===== src/rtl/rsq_consts.svh =====
// Constants of the rail sequencer and reset timer.
// Notes on behaviour
// - Every turn-on that regulates in time gives the host an active-low reset pulse of 200ms.
// - Reset stays asserted for as long as the whole device is shut down.
// - One startup timer starts when the power node reaches battery voltage and also times the reset pulse.
// - Core alone not at 90% when 200ms expires: core rail shuts down.
// - After that timeout the node stays on while button or hold request.
// - Second enable high at startup: both rails must reach 90% in 200ms.
// - When all enabled rails regulate, the timer reloads a full 200ms.
// - Secondary rail runs only while core is enabled and in regulation.
// - Both enabled at power-up: secondary waits for core at 90%.
// - Core below 85% of its setting turns the secondary rail off.
// - A pin chosen by the host permits pulse skipping; never without it.
// - On battery, button low or hold request high turns on and keeps on.
// - Sensed external power enables core and charger regardless of buttons.
// - Rails turn on only after the power node reaches battery voltage.
// - Pulse skipping inhibited for 200ms after startup and on external power.
`ifndef RSQ_CONSTS_SVH
`define RSQ_CONSTS_SVH

// ****************************************************************
// Timing
// ****************************************************************
`define RSQ_CLK_MHZ 100
`define RSQ_TIMER_MS 200
`define RSQ_TICK_CYCLES `RSQ_CLK_MHZ
`define RSQ_TIMER_TICKS (`RSQ_TIMER_MS * 1000)

// ****************************************************************
// Register offsets
// ****************************************************************
`define RSQ_OFF_STATUS 12'h000
`define RSQ_OFF_MASK 12'h004
`define RSQ_OFF_CTRL 12'h008
`define RSQ_OFF_STATE 12'h00c

// ****************************************************************
// Status bit positions and reset values
// ****************************************************************
`define RSQ_EV_TIMEOUT 0
`define RSQ_EV_SEC_DROP 1
`define RSQ_EV_RST_DONE 2
`define RSQ_EV_EXT_PWR 3
`define RSQ_EV_W 4
`define RSQ_MASK_RST 4'h0
`define RSQ_CTRL_RST 1'h1

`endif


===== src/rtl/rsq_pkg.sv =====
// Types shared by the rail sequencer design.
package rsq_pkg;

  typedef enum logic [5:0] {
    RSQ_OFF = 6'h01,
    RSQ_RAMP = 6'h02,
    RSQ_START = 6'h04,
    RSQ_HOLD = 6'h08,
    RSQ_RUN = 6'h10,
    RSQ_FAULT = 6'h20
  } rsq_state_e;

  typedef struct packed {
    logic button_n;
    logic hold_on_request;
    logic usb_sense;
    logic wall_power_sense;
    logic node_at_battery;
    logic core_at_90;
    logic core_above_85;
    logic second_at_90;
    logic second_rail_enable;
    logic skip_permit;
    logic light_load;
  } rsq_pins_s;

endpackage


===== src/rtl/rsq_sync.sv =====
// Two flip-flop synchroniser for a group of asynchronous levels.
`timescale 1ns/100ps
`default_nettype none
module rsq_sync #(
  parameter int W = 1
) (
  // Clock and reset
  input wire logic i_clock,
  input wire logic i_reset_n,
  // Levels
  input wire logic [W-1:0] i_async,
  output logic [W-1:0] o_sync
);

  logic [W-1:0] meta_ff;
  logic [W-1:0] sync_ff;

  always_ff @(posedge i_clock or negedge i_reset_n)
  begin
    if (!i_reset_n)
    begin
      meta_ff <= '0;
      sync_ff <= '0;
    end
    else
    begin
      meta_ff <= i_async;
      sync_ff <= meta_ff;
    end
  end

  assign o_sync = sync_ff;

endmodule
`default_nettype wire


===== src/rtl/rsq_top.sv =====
// Rail sequencer, reset timer and APB register file.
//
// The placing of the registers and the APB interface to the registers are this design's own decisions.
`timescale 1ns/100ps
`default_nettype none
`include "rsq_consts.svh"
module rsq_top
  import rsq_pkg::*;
#(
  parameter int P_TIMER_TICKS = `RSQ_TIMER_TICKS
) (
  // Clock and reset
  input wire logic i_clock,
  input wire logic i_reset_n,
  // APB slave
  input wire logic i_psel,
  input wire logic i_penable,
  input wire logic i_pwrite,
  input wire logic [11:0] i_paddr,
  input wire logic [31:0] i_pwdata,
  output logic [31:0] o_prdata,
  output logic o_pready,
  output logic o_pslverr,
  // Asynchronous pins and analog comparator flags
  input wire rsq_pins_s i_pins,
  // Power controls
  output logic o_reset_n,
  output logic o_node_on,
  output logic o_core_enable,
  output logic o_second_enable,
  output logic o_charger_enable,
  output logic o_pulse_skip,
  // Interrupt
  output logic o_irq
);

  // ****************************************************************
  // Synchronised inputs
  // ****************************************************************
  rsq_pins_s pins;
  logic [$bits(rsq_pins_s)-1:0] pins_sync;

  // The button idles high but the synchroniser resets low, so the button
  // travels inverted; otherwise reset release would look like a press.
  rsq_sync #(.W($bits(rsq_pins_s))) u_sync (
    .i_clock(i_clock),
    .i_reset_n(i_reset_n),
    .i_async(i_pins ^ 11'h400),
    .o_sync(pins_sync)
  );

  assign pins = rsq_pins_s'(pins_sync ^ 11'h400);

  wire ext_power = pins.usb_sense | pins.wall_power_sense;
  wire user_on = ~pins.button_n | pins.hold_on_request;
  wire turn_on = user_on | ext_power;

  // ****************************************************************
  // Timebase and startup timer
  // ****************************************************************
  logic [6:0] div_ff;
  logic tick_ff;
  logic [23:0] timer_ff;
  logic [23:0] nxt_timer;
  logic timer_load;

  // The timer counts microsecond ticks so that its width stays small.
  always_ff @(posedge i_clock or negedge i_reset_n)
  begin
    if (!i_reset_n)
    begin
      div_ff <= 7'h00;
      tick_ff <= 1'b0;
    end
    else
    begin
      tick_ff <= (div_ff == 7'(`RSQ_TICK_CYCLES - 1));
      div_ff <= (div_ff == 7'(`RSQ_TICK_CYCLES - 1)) ? 7'h00 : div_ff + 7'h01;
    end
  end

  wire timer_done = (timer_ff == 24'h000000);

  assign nxt_timer = timer_load ? 24'(P_TIMER_TICKS) :
                     (tick_ff && !timer_done) ? timer_ff - 24'h000001 :
                     timer_ff;

  always_ff @(posedge i_clock or negedge i_reset_n)
  begin
    if (!i_reset_n)
      timer_ff <= 24'h000000;
    else
      timer_ff <= nxt_timer;
  end

  // ****************************************************************
  // Sequencer
  // ****************************************************************
  rsq_state_e state_ff;
  rsq_state_e nxt_state;
  logic sec_req_ff;
  logic sec_on_ff;
  logic nxt_sec_on;

  wire regulated = pins.core_at_90 &
                   (~sec_req_ff | pins.second_at_90);

  always_comb
  begin
    nxt_state = state_ff;
    timer_load = 1'b0;
    case (state_ff)
      RSQ_OFF:
        if (turn_on)
          nxt_state = RSQ_RAMP;
      RSQ_RAMP:
        if (!turn_on)
          nxt_state = RSQ_OFF;
        else if (pins.node_at_battery)
        begin
          nxt_state = RSQ_START;
          timer_load = 1'b1;
        end
      RSQ_START:
        if (!turn_on)
          nxt_state = RSQ_OFF;
        else if (regulated)
        begin
          nxt_state = RSQ_HOLD;
          timer_load = 1'b1;
        end
        else if (timer_done)
          nxt_state = RSQ_FAULT;
      RSQ_HOLD:
        if (!turn_on)
          nxt_state = RSQ_OFF;
        else if (timer_done)
          nxt_state = RSQ_RUN;
      RSQ_RUN:
        if (!turn_on)
          nxt_state = RSQ_OFF;
      RSQ_FAULT:
        if (!user_on)
          nxt_state = RSQ_OFF;
      default:
        nxt_state = RSQ_OFF;
    endcase
  end

  // The second rail enable is latched at startup to pick the timeout test.
  wire core_live = (state_ff == RSQ_START) | (state_ff == RSQ_HOLD) |
                   (state_ff == RSQ_RUN);

  // Hysteresis: on at 90%, off below 85%, so a brief sag does not chatter.
  assign nxt_sec_on = core_live & pins.second_rail_enable &
                      (sec_on_ff ? pins.core_above_85 :
                       pins.core_at_90);

  always_ff @(posedge i_clock or negedge i_reset_n)
  begin
    if (!i_reset_n)
    begin
      state_ff <= RSQ_OFF;
      sec_req_ff <= 1'b0;
      sec_on_ff <= 1'b0;
    end
    else
    begin
      state_ff <= nxt_state;
      sec_on_ff <= nxt_sec_on;
      if (timer_load && state_ff == RSQ_RAMP)
        sec_req_ff <= pins.second_rail_enable;
    end
  end

  // ****************************************************************
  // Power outputs
  // ****************************************************************
  logic ctrl_skip_ff;

  wire nxt_reset_n = (state_ff == RSQ_RUN);
  wire nxt_node_on = (state_ff != RSQ_OFF);
  wire nxt_core_en = core_live;
  wire nxt_charger = ext_power & (state_ff != RSQ_OFF);
  wire nxt_skip = pins.skip_permit & pins.light_load & ~ext_power &
                  (state_ff == RSQ_RUN) & ctrl_skip_ff;

  always_ff @(posedge i_clock or negedge i_reset_n)
  begin
    if (!i_reset_n)
    begin
      o_reset_n <= 1'b0;
      o_node_on <= 1'b0;
      o_core_enable <= 1'b0;
      o_second_enable <= 1'b0;
      o_charger_enable <= 1'b0;
      o_pulse_skip <= 1'b0;
    end
    else
    begin
      o_reset_n <= nxt_reset_n;
      o_node_on <= nxt_node_on;
      o_core_enable <= nxt_core_en;
      o_second_enable <= nxt_sec_on;
      o_charger_enable <= nxt_charger;
      o_pulse_skip <= nxt_skip;
    end
  end

  // ****************************************************************
  // Events and interrupt
  // ****************************************************************
  logic [`RSQ_EV_W-1:0] status_ff;
  logic [`RSQ_EV_W-1:0] mask_ff;
  logic ext_d_ff;
  logic [`RSQ_EV_W-1:0] events;

  always_comb
  begin
    events = '0;
    events[`RSQ_EV_TIMEOUT] = (state_ff == RSQ_START) &
                              (nxt_state == RSQ_FAULT);
    events[`RSQ_EV_SEC_DROP] = sec_on_ff & ~nxt_sec_on;
    events[`RSQ_EV_RST_DONE] = (state_ff == RSQ_HOLD) &
                               (nxt_state == RSQ_RUN);
    events[`RSQ_EV_EXT_PWR] = ext_power & ~ext_d_ff;
  end

  // ****************************************************************
  // APB slave
  // ****************************************************************
  wire setup = i_psel & ~i_penable;
  wire wr_en = i_psel & i_penable & o_pready & i_pwrite;
  wire hit_status = (i_paddr == `RSQ_OFF_STATUS);
  wire hit_mask = (i_paddr == `RSQ_OFF_MASK);
  wire hit_ctrl = (i_paddr == `RSQ_OFF_CTRL);
  wire hit_state = (i_paddr == `RSQ_OFF_STATE);
  wire mapped = hit_status | hit_mask | hit_ctrl | hit_state;
  wire [`RSQ_EV_W-1:0] w1c = (wr_en & hit_status) ?
                             i_pwdata[`RSQ_EV_W-1:0] : '0;
  wire [31:0] rd_data = hit_status ? {28'h0000000, status_ff} :
                        hit_mask ? {28'h0000000, mask_ff} :
                        hit_ctrl ? {31'h00000000, ctrl_skip_ff} :
                        hit_state ? {19'h00000, o_pulse_skip,
                                     o_charger_enable, o_second_enable,
                                     o_core_enable, o_node_on, o_reset_n,
                                     1'b0, state_ff} : 32'h00000000;

  // A new event wins over a clear written in the same cycle.
  always_ff @(posedge i_clock or negedge i_reset_n)
  begin
    if (!i_reset_n)
    begin
      status_ff <= '0;
      mask_ff <= `RSQ_MASK_RST;
      ctrl_skip_ff <= `RSQ_CTRL_RST;
      ext_d_ff <= 1'b0;
      o_irq <= 1'b0;
    end
    else
    begin
      status_ff <= (status_ff & ~w1c) | events;
      ext_d_ff <= ext_power;
      o_irq <= |(((status_ff & ~w1c) | events) & mask_ff);
      if (wr_en && hit_mask)
        mask_ff <= i_pwdata[`RSQ_EV_W-1:0];
      if (wr_en && hit_ctrl)
        ctrl_skip_ff <= i_pwdata[0];
    end
  end

  always_ff @(posedge i_clock or negedge i_reset_n)
  begin
    if (!i_reset_n)
    begin
      o_pready <= 1'b0;
      o_pslverr <= 1'b0;
      o_prdata <= 32'h00000000;
    end
    else
    begin
      o_pready <= setup;
      o_pslverr <= setup & ~mapped;
      if (setup)
        o_prdata <= i_pwrite ? 32'h00000000 : rd_data;
    end
  end
endmodule
`default_nettype wire


===== config.mk =====
export PLATFORM = sky130hd
export DESIGN_NAME = rsq_top
export DESIGN_NICKNAME = d
export VERILOG_FILES = /design/src/rtl/rsq_pkg.sv /design/src/rtl/rsq_sync.sv /design/src/rtl/rsq_top.sv
export VERILOG_INCLUDE_DIRS = /design/src /design/src/rtl
export SDC_FILE = /design/constraint.sdc
export NUM_CORES = 1
export LEC_CHECK = 0
export BUFFER_PORTS_ARGS = -buffer_cell sky130_fd_sc_hd__buf_2
export CORE_MARGIN = 4
export CORE_UTILIZATION = 30
export CTS_CLUSTER_DIAMETER = 100
export DETAILED_ROUTE_END_ITERATION = 10
export PLACE_DENSITY_LB_ADDON = 0.2
export SLEW_MARGIN = 20
export SYNTH_ARGS = -nofsm -noshare
export SYNTH_HDL_FRONTEND = slang
export SYNTH_SLANG_ARGS = --single-unit
export TNS_END_PERCENT = 20

===== constraint.sdc =====
create_clock -name i_clock -period 3.3 [get_ports i_clock]
set_input_delay 0.165 -clock i_clock [delete_from_list [all_inputs] [get_ports i_clock]]
set_output_delay 0.165 -clock i_clock [all_outputs]
set_load 0.02 [all_outputs]

# --- Word-level counts from Yosys, hierarchy flattened ---
# Cells that the tools add are included.
word_totals:
  word_cells: 109
  inputBits: 60
  regBits: 112
  output_inout_bits: 41
classes:
  mux: 26
  addsub: 2
  n_reduce_logical: 9
  n_eq_ne: 13
  n_bitwise: 38
ops:
  columns: ["cell", "n"]
  rows:
  - ["two-way mux 13 bit", 5]
  - ["two-way mux 6 bit", 10]
  - ["two-way mux 24 bit", 2]
  - ["case mux 6 bit (6 select lines)", 1]
  - ["== test 12 x 4 -> 1 bit (second input constant)", 2]
  - ["logical NOT 24 bit", 1]
  - ["subtractor 24 x 1 -> 24 bit (second input constant)", 1]
  - ["bitwise AND 1 bit", 18]
  - ["== test 12 x 3 -> 1 bit (second input constant)", 1]
  - ["== test 6 x 5 -> 1 bit (second input constant)", 2]
  - ["== test 6 bit (second input constant)", 2]
  - ["logical NOT 12 bit", 1]
  - ["bitwise OR 1 bit", 9]
  - ["bitwise AND 4 bit", 2]
  - ["adder 7 x 1 -> 7 bit (second input constant)", 1]
  - ["== test 7 bit (second input constant)", 1]
  - ["two-way mux 7 bit", 1]
  - ["inverter 1 bit", 7]
  - ["== test 6 x 1 -> 1 bit (second input constant)", 1]
  - ["== test 6 x 2 -> 1 bit (second input constant)", 1]
  - ["== test 6 x 3 -> 1 bit (second input constant)", 1]
  - ["== test 6 x 4 -> 1 bit (second input constant)", 1]
  - ["inequality test 6 x 1 -> 1 bit (second input constant)", 1]
  - ["two-way mux 1 bit", 5]
  - ["8 further kinds", 11]

# --- Logic depth before layout (Yosys ltp) ---
depth:
  depth_word: 11
  depth_mapped: 9
  depth_no_buf: 7

# --- Hierarchy ---
# A second synthesis with hierarchy kept.
unflattened:
  hier_cells: 385
  area_unflattened_um2: 4195.3
by_module_without_submodules:
  columns: ["mod", "area_each_um2", "cells_per_inst", "n_inst", "seq_area_each_um2"]
  rows:
  - ["rsq_top", 3644.7, 363, 1, 1754.2]
  - ["rsq_sync", 550.5, 22, 1, 550.5]

# --- Least setup slack after synthesis ---
# Ideal clock, no wire load.
synth_timing:
  kind: "reg-to-reg"
  start: "register timer_ff[9]"
  end: "register o_irq"
  path_buffers: 4
  required_ns: 3.161
  t_arrival_ns: 2.386
  path_stages_with_launch: 10
  setup_ns: 0.139
  path_slack_ns: 0.775
  period_less_slack_ns: 2.525
  path_cell_list: "dfrtp_1 > buf_6 > or4_4 > buf_6 > or4_4 > buf_6 > buf_6 > o21a_1 > o221ai_2 > o2111ai_1"
synth_between:
  elab_chain_cells: 10
  elab_cells_between_ends: 14
  classes_between: "2 x eq/ne; 6 x mux; 4 x bitwise; 2 x reduce/logical"
synth_rtl:
  columns: ["element", "line_no", "text"]
  rows:
  - ["from (decl)", "rsq_top.sv:63", "logic [23:0] timer_ff;"]
  - ["from (signal assigned)", "rsq_top.sv:93", "timer_ff <= nxt_timer;"]
  - ["logical NOT 24 bit *", "rsq_top.sv:82", "wire timer_done = (timer_ff == 24'h000000);"]
  - ["two-way mux 6 bit", "rsq_top.sv:132", "else if (timer_done)"]
  - ["two-way mux 6 bit", "rsq_top.sv:127", "else if (regulated)"]
  - ["two-way mux 6 bit", "rsq_top.sv:125", "if (!turn_on)"]
  - ["case mux 6 bit (6 select lines) *", "rsq_top.sv:112", "case (state_ff)"]
  - ["== test 6 bit / == test 6 x 5 -> 1 bit (equally long branches)", "rsq_top.sv:222, rsq_top.sv:225", null]
  - ["bitwise AND 1 bit, on equally long branches", "rsq_top.sv:221, rsq_top.sv:224", null]
  - ["bitwise OR 4 bit *", "rsq_top.sv:264", "o_irq <= |(((status_ff & ~w1c) | events) & mask_ff);"]
  - ["bitwise AND 4 bit *", "rsq_top.sv:264", null]
  - ["OR reduction 4 bit *", "rsq_top.sv:264", null]
  - ["to (signal assigned)", "rsq_top.sv:264", null]
  - ["to (decl)", "rsq_top.sv:34", "output logic o_irq"]
# Mark *: on every way between the ends. The rest lies on a longest branch, timed or not.
# A chain may end at the register's enable or synchronous reset.

# --- Worst setup path in the final report ---
layout_timing:
  start: "register timer_ff[9]"
  end: "register timer_ff[11]"
layout_between:
  elab_chain_cells: 4
  elab_cells_between_ends: 7
  classes_between: "1 x add/sub; 2 x mux; 4 x reduce/logical"
layout_rtl:
  columns: ["element"]
  rows:
  - ["branches (longest 4 deep; another with subtractor 24 x 1 -> 24 bit)"]
# Several ways; the timed one is not identified. The select of a mux whose other input is x is not followed.

==> impl_metrics.ini <==
[clock_tree]
cts_setup_buffers = 0
cts_tree = done
cts_buffers = 9
root_buffer = clkbuf_16
clock-sinks = 92
clkTransAtPathRegs_ns = 0.06
insertion_delay_ns = 0.34
clk_path_buf_depth = 2
ctsHtreeMaxLevel = 3
cts_resized = 0

[min_path]
hp-class = in -> reg

[global_route]
grt_use_total_pct = 12.0
gr-usage-met1_pct = 14.9
antenna_found_initial = 0
grt-ovfl-total = 0
top_usage_layer = met2
grt_pass1_vias = 3081
grt_pass1_wl_um = 15200
met2_usage_pct = 19.0
use_met3_pct = 4.04
grt_max_degree = 73

[worst_setup_path]
cpPeakStageDelay_ns = 0.67
crit_buf_inv = 0
cpMostUsedCell = or4_4
crit_type = reg -> reg
crit_chain = or4_4 -> or4_4 -> o211ai_2 -> or4_1 -> nand3_1
required_ns = 3.50
arrival_ns = 2.87
cpMaxStageDelayCell = or4_4
cp_top_family = simple AND/OR/NAND/NOR gates
cp-end-kind = flip-flop
crit_path_max_fanout = 14
critPathLaunchType = flip-flop

[final_layout]
multiInputGateArea_sq_um = 1690
n_antenna_cell = 0
finish.utilization_pct = 36.2
finalInstanceArea_sq_um = 5000
fillers = 1342
area.sequential_sq_um = 2300
final_layout_size_suffix_gt1_share_pct = 19.3
area_growth_pct = 18.4
final_nets = 519

[run_status]
status = completed

[power_and_ir_drop]
comb_power_share_pct = 13.1
seqPwrFrac_pct = 47.8
ir_worst_vdd_v = 0.000284
clkPwrFrac_pct = 39.1
sw_frac_of_total_pct = 26.4
p_sw_w = 0.000694
cellLeakagePower_nw = 2.25
p_int_w = 0.00193
power_density_nw_per_um2 = 524

[sta]
fin_crit_sh_pct = 80.9
max_freq_ghz = 0.374
setup_viol = 0
drv_slew = 0
hold_slack_ns = 0.0876
period_minus_slack_ns = 2.67
finalHoldViolations = 0
setup_tns_ns = 0
worst_slew_pin_slew_ns = 0.901
rsz0062_at_grt = no
timing.final.ws_setup_ns = 0.629
max_slew_margin_pct = 39.9
fin_worst_skew_ns = 0.00433

[place]
place_congestion = 0.794
place_area_sq_um = 4590
hpwl_um = 6350
numPortBuffers = 52
dp_slack_ns = 0.621

[run]
cap_violations = 0

[synthesis]
synth-edff-count = 0
ys_seq_area_share_pct = 54.5
ys_ff_latch = 92
synth.area.top_cells = dfrtp_1 53%, buf_4 3.7%, nor2_1 2.4%, o21ai_0 2.2%, o2111ai_1 2.1%
synth_flop_cell = dfrtp_1
syn_area_sq_um = 4230
post-synth-top-area-cell = dfrtp_1
synthCells = 393
synthArstFlopShare_pct = 100
synthDistinctLibCells = 55
yosys_warnings = 0
synth_top_area_share_pct = 53.3
avgSynthCellArea_sq_um = 10.8

[drt]
dr.pass1.iters = 4
ant_nets = 0
route.detailed.drc = 0
via_count = 3097
vias_per_cell = 4.82
wl_um = 9060
dr.first_iter.drc_count = 201
wl_per_cell_um = 14.1

[floorplan]
num_io_pins = 101
start_util_pct = 30.6
coreArea_sq_um = 13800
die_x_um = 127
dieArea_sq_um = 16100
die_h_um = 127
rows = 43
## through the flow
step                cells  total power, W
finish                642         0.00262
global route          642         0.00277
CTS                   642         0.00267
detailed placement    614         0.00161
global placement      614         0.00160
floorplan             412         0.00151
## flip-flops by register name, summed over array words and instances, names as in the netlist, 4 cells and up
name / count
state_ff: 6
status_ff: 4
u_sync.meta_ff: 11
div_ff: 7
mask_ff: 4
timer_ff: 24
u_sync.o_sync: 11
o_prdata: 12
## cells in the final DEF (no fill, tap or decap), types with 3 or more instances in the layout
cell type      instances
dfrtp_1               90
buf_2                 51
nor2_1                27
nand2_1               22
conb_1                20
o21ai_0               19
a21oi_1               16
inv_1                 15
nor4_1                13
nand3_1               13
dlygate4sd3_1         12
or3_1                 11
nor3_1                10
o2111ai_1             10
clkbuf_16              9
mux2i_1                8
a22o_1                 8
buf_4                  8
or4_1                  7
xnor2_1                7
xor2_1                 7
nor2b_1                6
and3_1                 6
o31ai_1                5
mux2_2                 5
nand2b_1               4
and2_1                 3
nand4_1                3
o22ai_1                3
o211ai_1               3
## power groups by stage
stage	Sequential (W)	Clock [W]	Combinational [W]
floorplan	0.00125	0	0.000260
global placement	0.00127	0	0.000329
detailed placement	0.00127	0	0.000337
CTS	0.00125	0.00107	0.000348
global route	0.00126	0.00112	0.000386
finish	0.00125	0.00103	0.000343
## cell families (layout without fill, tap and decap cells)
logic type | count (synthesis) | in the layout | share of synthesized area, %
AOI/OAI and AO/OA | 82 | 82 | 13.7
other | 1 | 20 | 0.0887
muxes | 13 | 13 | 3.23
xor gates and xnor gates | 14 | 14 | 2.90
buffers and inverters | 52 | 102 | 7.22
adders and majority gates | 2 | 2 | 0.592
and+or+nand+nor | 137 | 137 | 17.8
DFF | 92 | 92 | 54.5
## timing repair
item | in CTS | in global routing
hold buffers | 12 | 0
endpoints found under the setup margin | 0 | 0
hold endpoints to repair | 79 | 0
## routing by layer
layer / share of wire, % / vias to the layer above
li1: - / 1525
met2: 47 / 86
met1: 43 / 1473
met5: 0 / -
met4: 2.2 / 0
met3: 7.6 / 13
## synth_stat cells (all sizes together) (3+ instances only)
master	number
o21ai	21
nand4	4
o31ai	5
and3	6
or4	9
nor4	13
nor2b	6
o2111ai	10
dfrtp	90
nand2b	4
o211ai	5
inv	15
and2	3
nand2	22
mux2	5
nor3	10
buf	26
or3	11
a22o	8
mux2i	8
a21oi	16
xor2	7
nand3	13
clkbuf	11
o22ai	3
xnor2	7
nor2	27
## worst paths after layout
path | slack [ns] | cells after the start | to | start
worst max-delay path | 0.63 | 5 | timer_ff[11]$_DFFE_PN0P_ | timer_ff[9]$_DFFE_PN0P_
worst min-delay path | 0.09 | 2 | mask_ff[1]$_DFFE_PN0P_ | i_pwdata[1]
worst max register to register | 0.63 | 5 | timer_ff[11]$_DFFE_PN0P_ | timer_ff[9]$_DFFE_PN0P_
worst min register to register | 0.35 | 0 | u_sync.o_sync[9]$_DFF_PN0_ | u_sync.meta_ff[9]$_DFF_PN0_
max in group asynchronous | 2.09 | 3 | timer_ff[23]$_DFFE_PN0P_ | i_reset_n
min in group asynchronous | 0.50 | 2 | o_prdata[11]$_DFFE_PN0P_ | i_reset_n
## area by class of cell
type                    count  share of cell area, %
multi-input cells         268                   33.7
inverters                  15                   1.13
flip-flops and latches     92                   46.0
well taps                 180                   4.50
repair buffers             71                   8.70
clock inverters             4                  0.975
clock buffers              12                   4.92
Power figures use the tool's default switching activity.
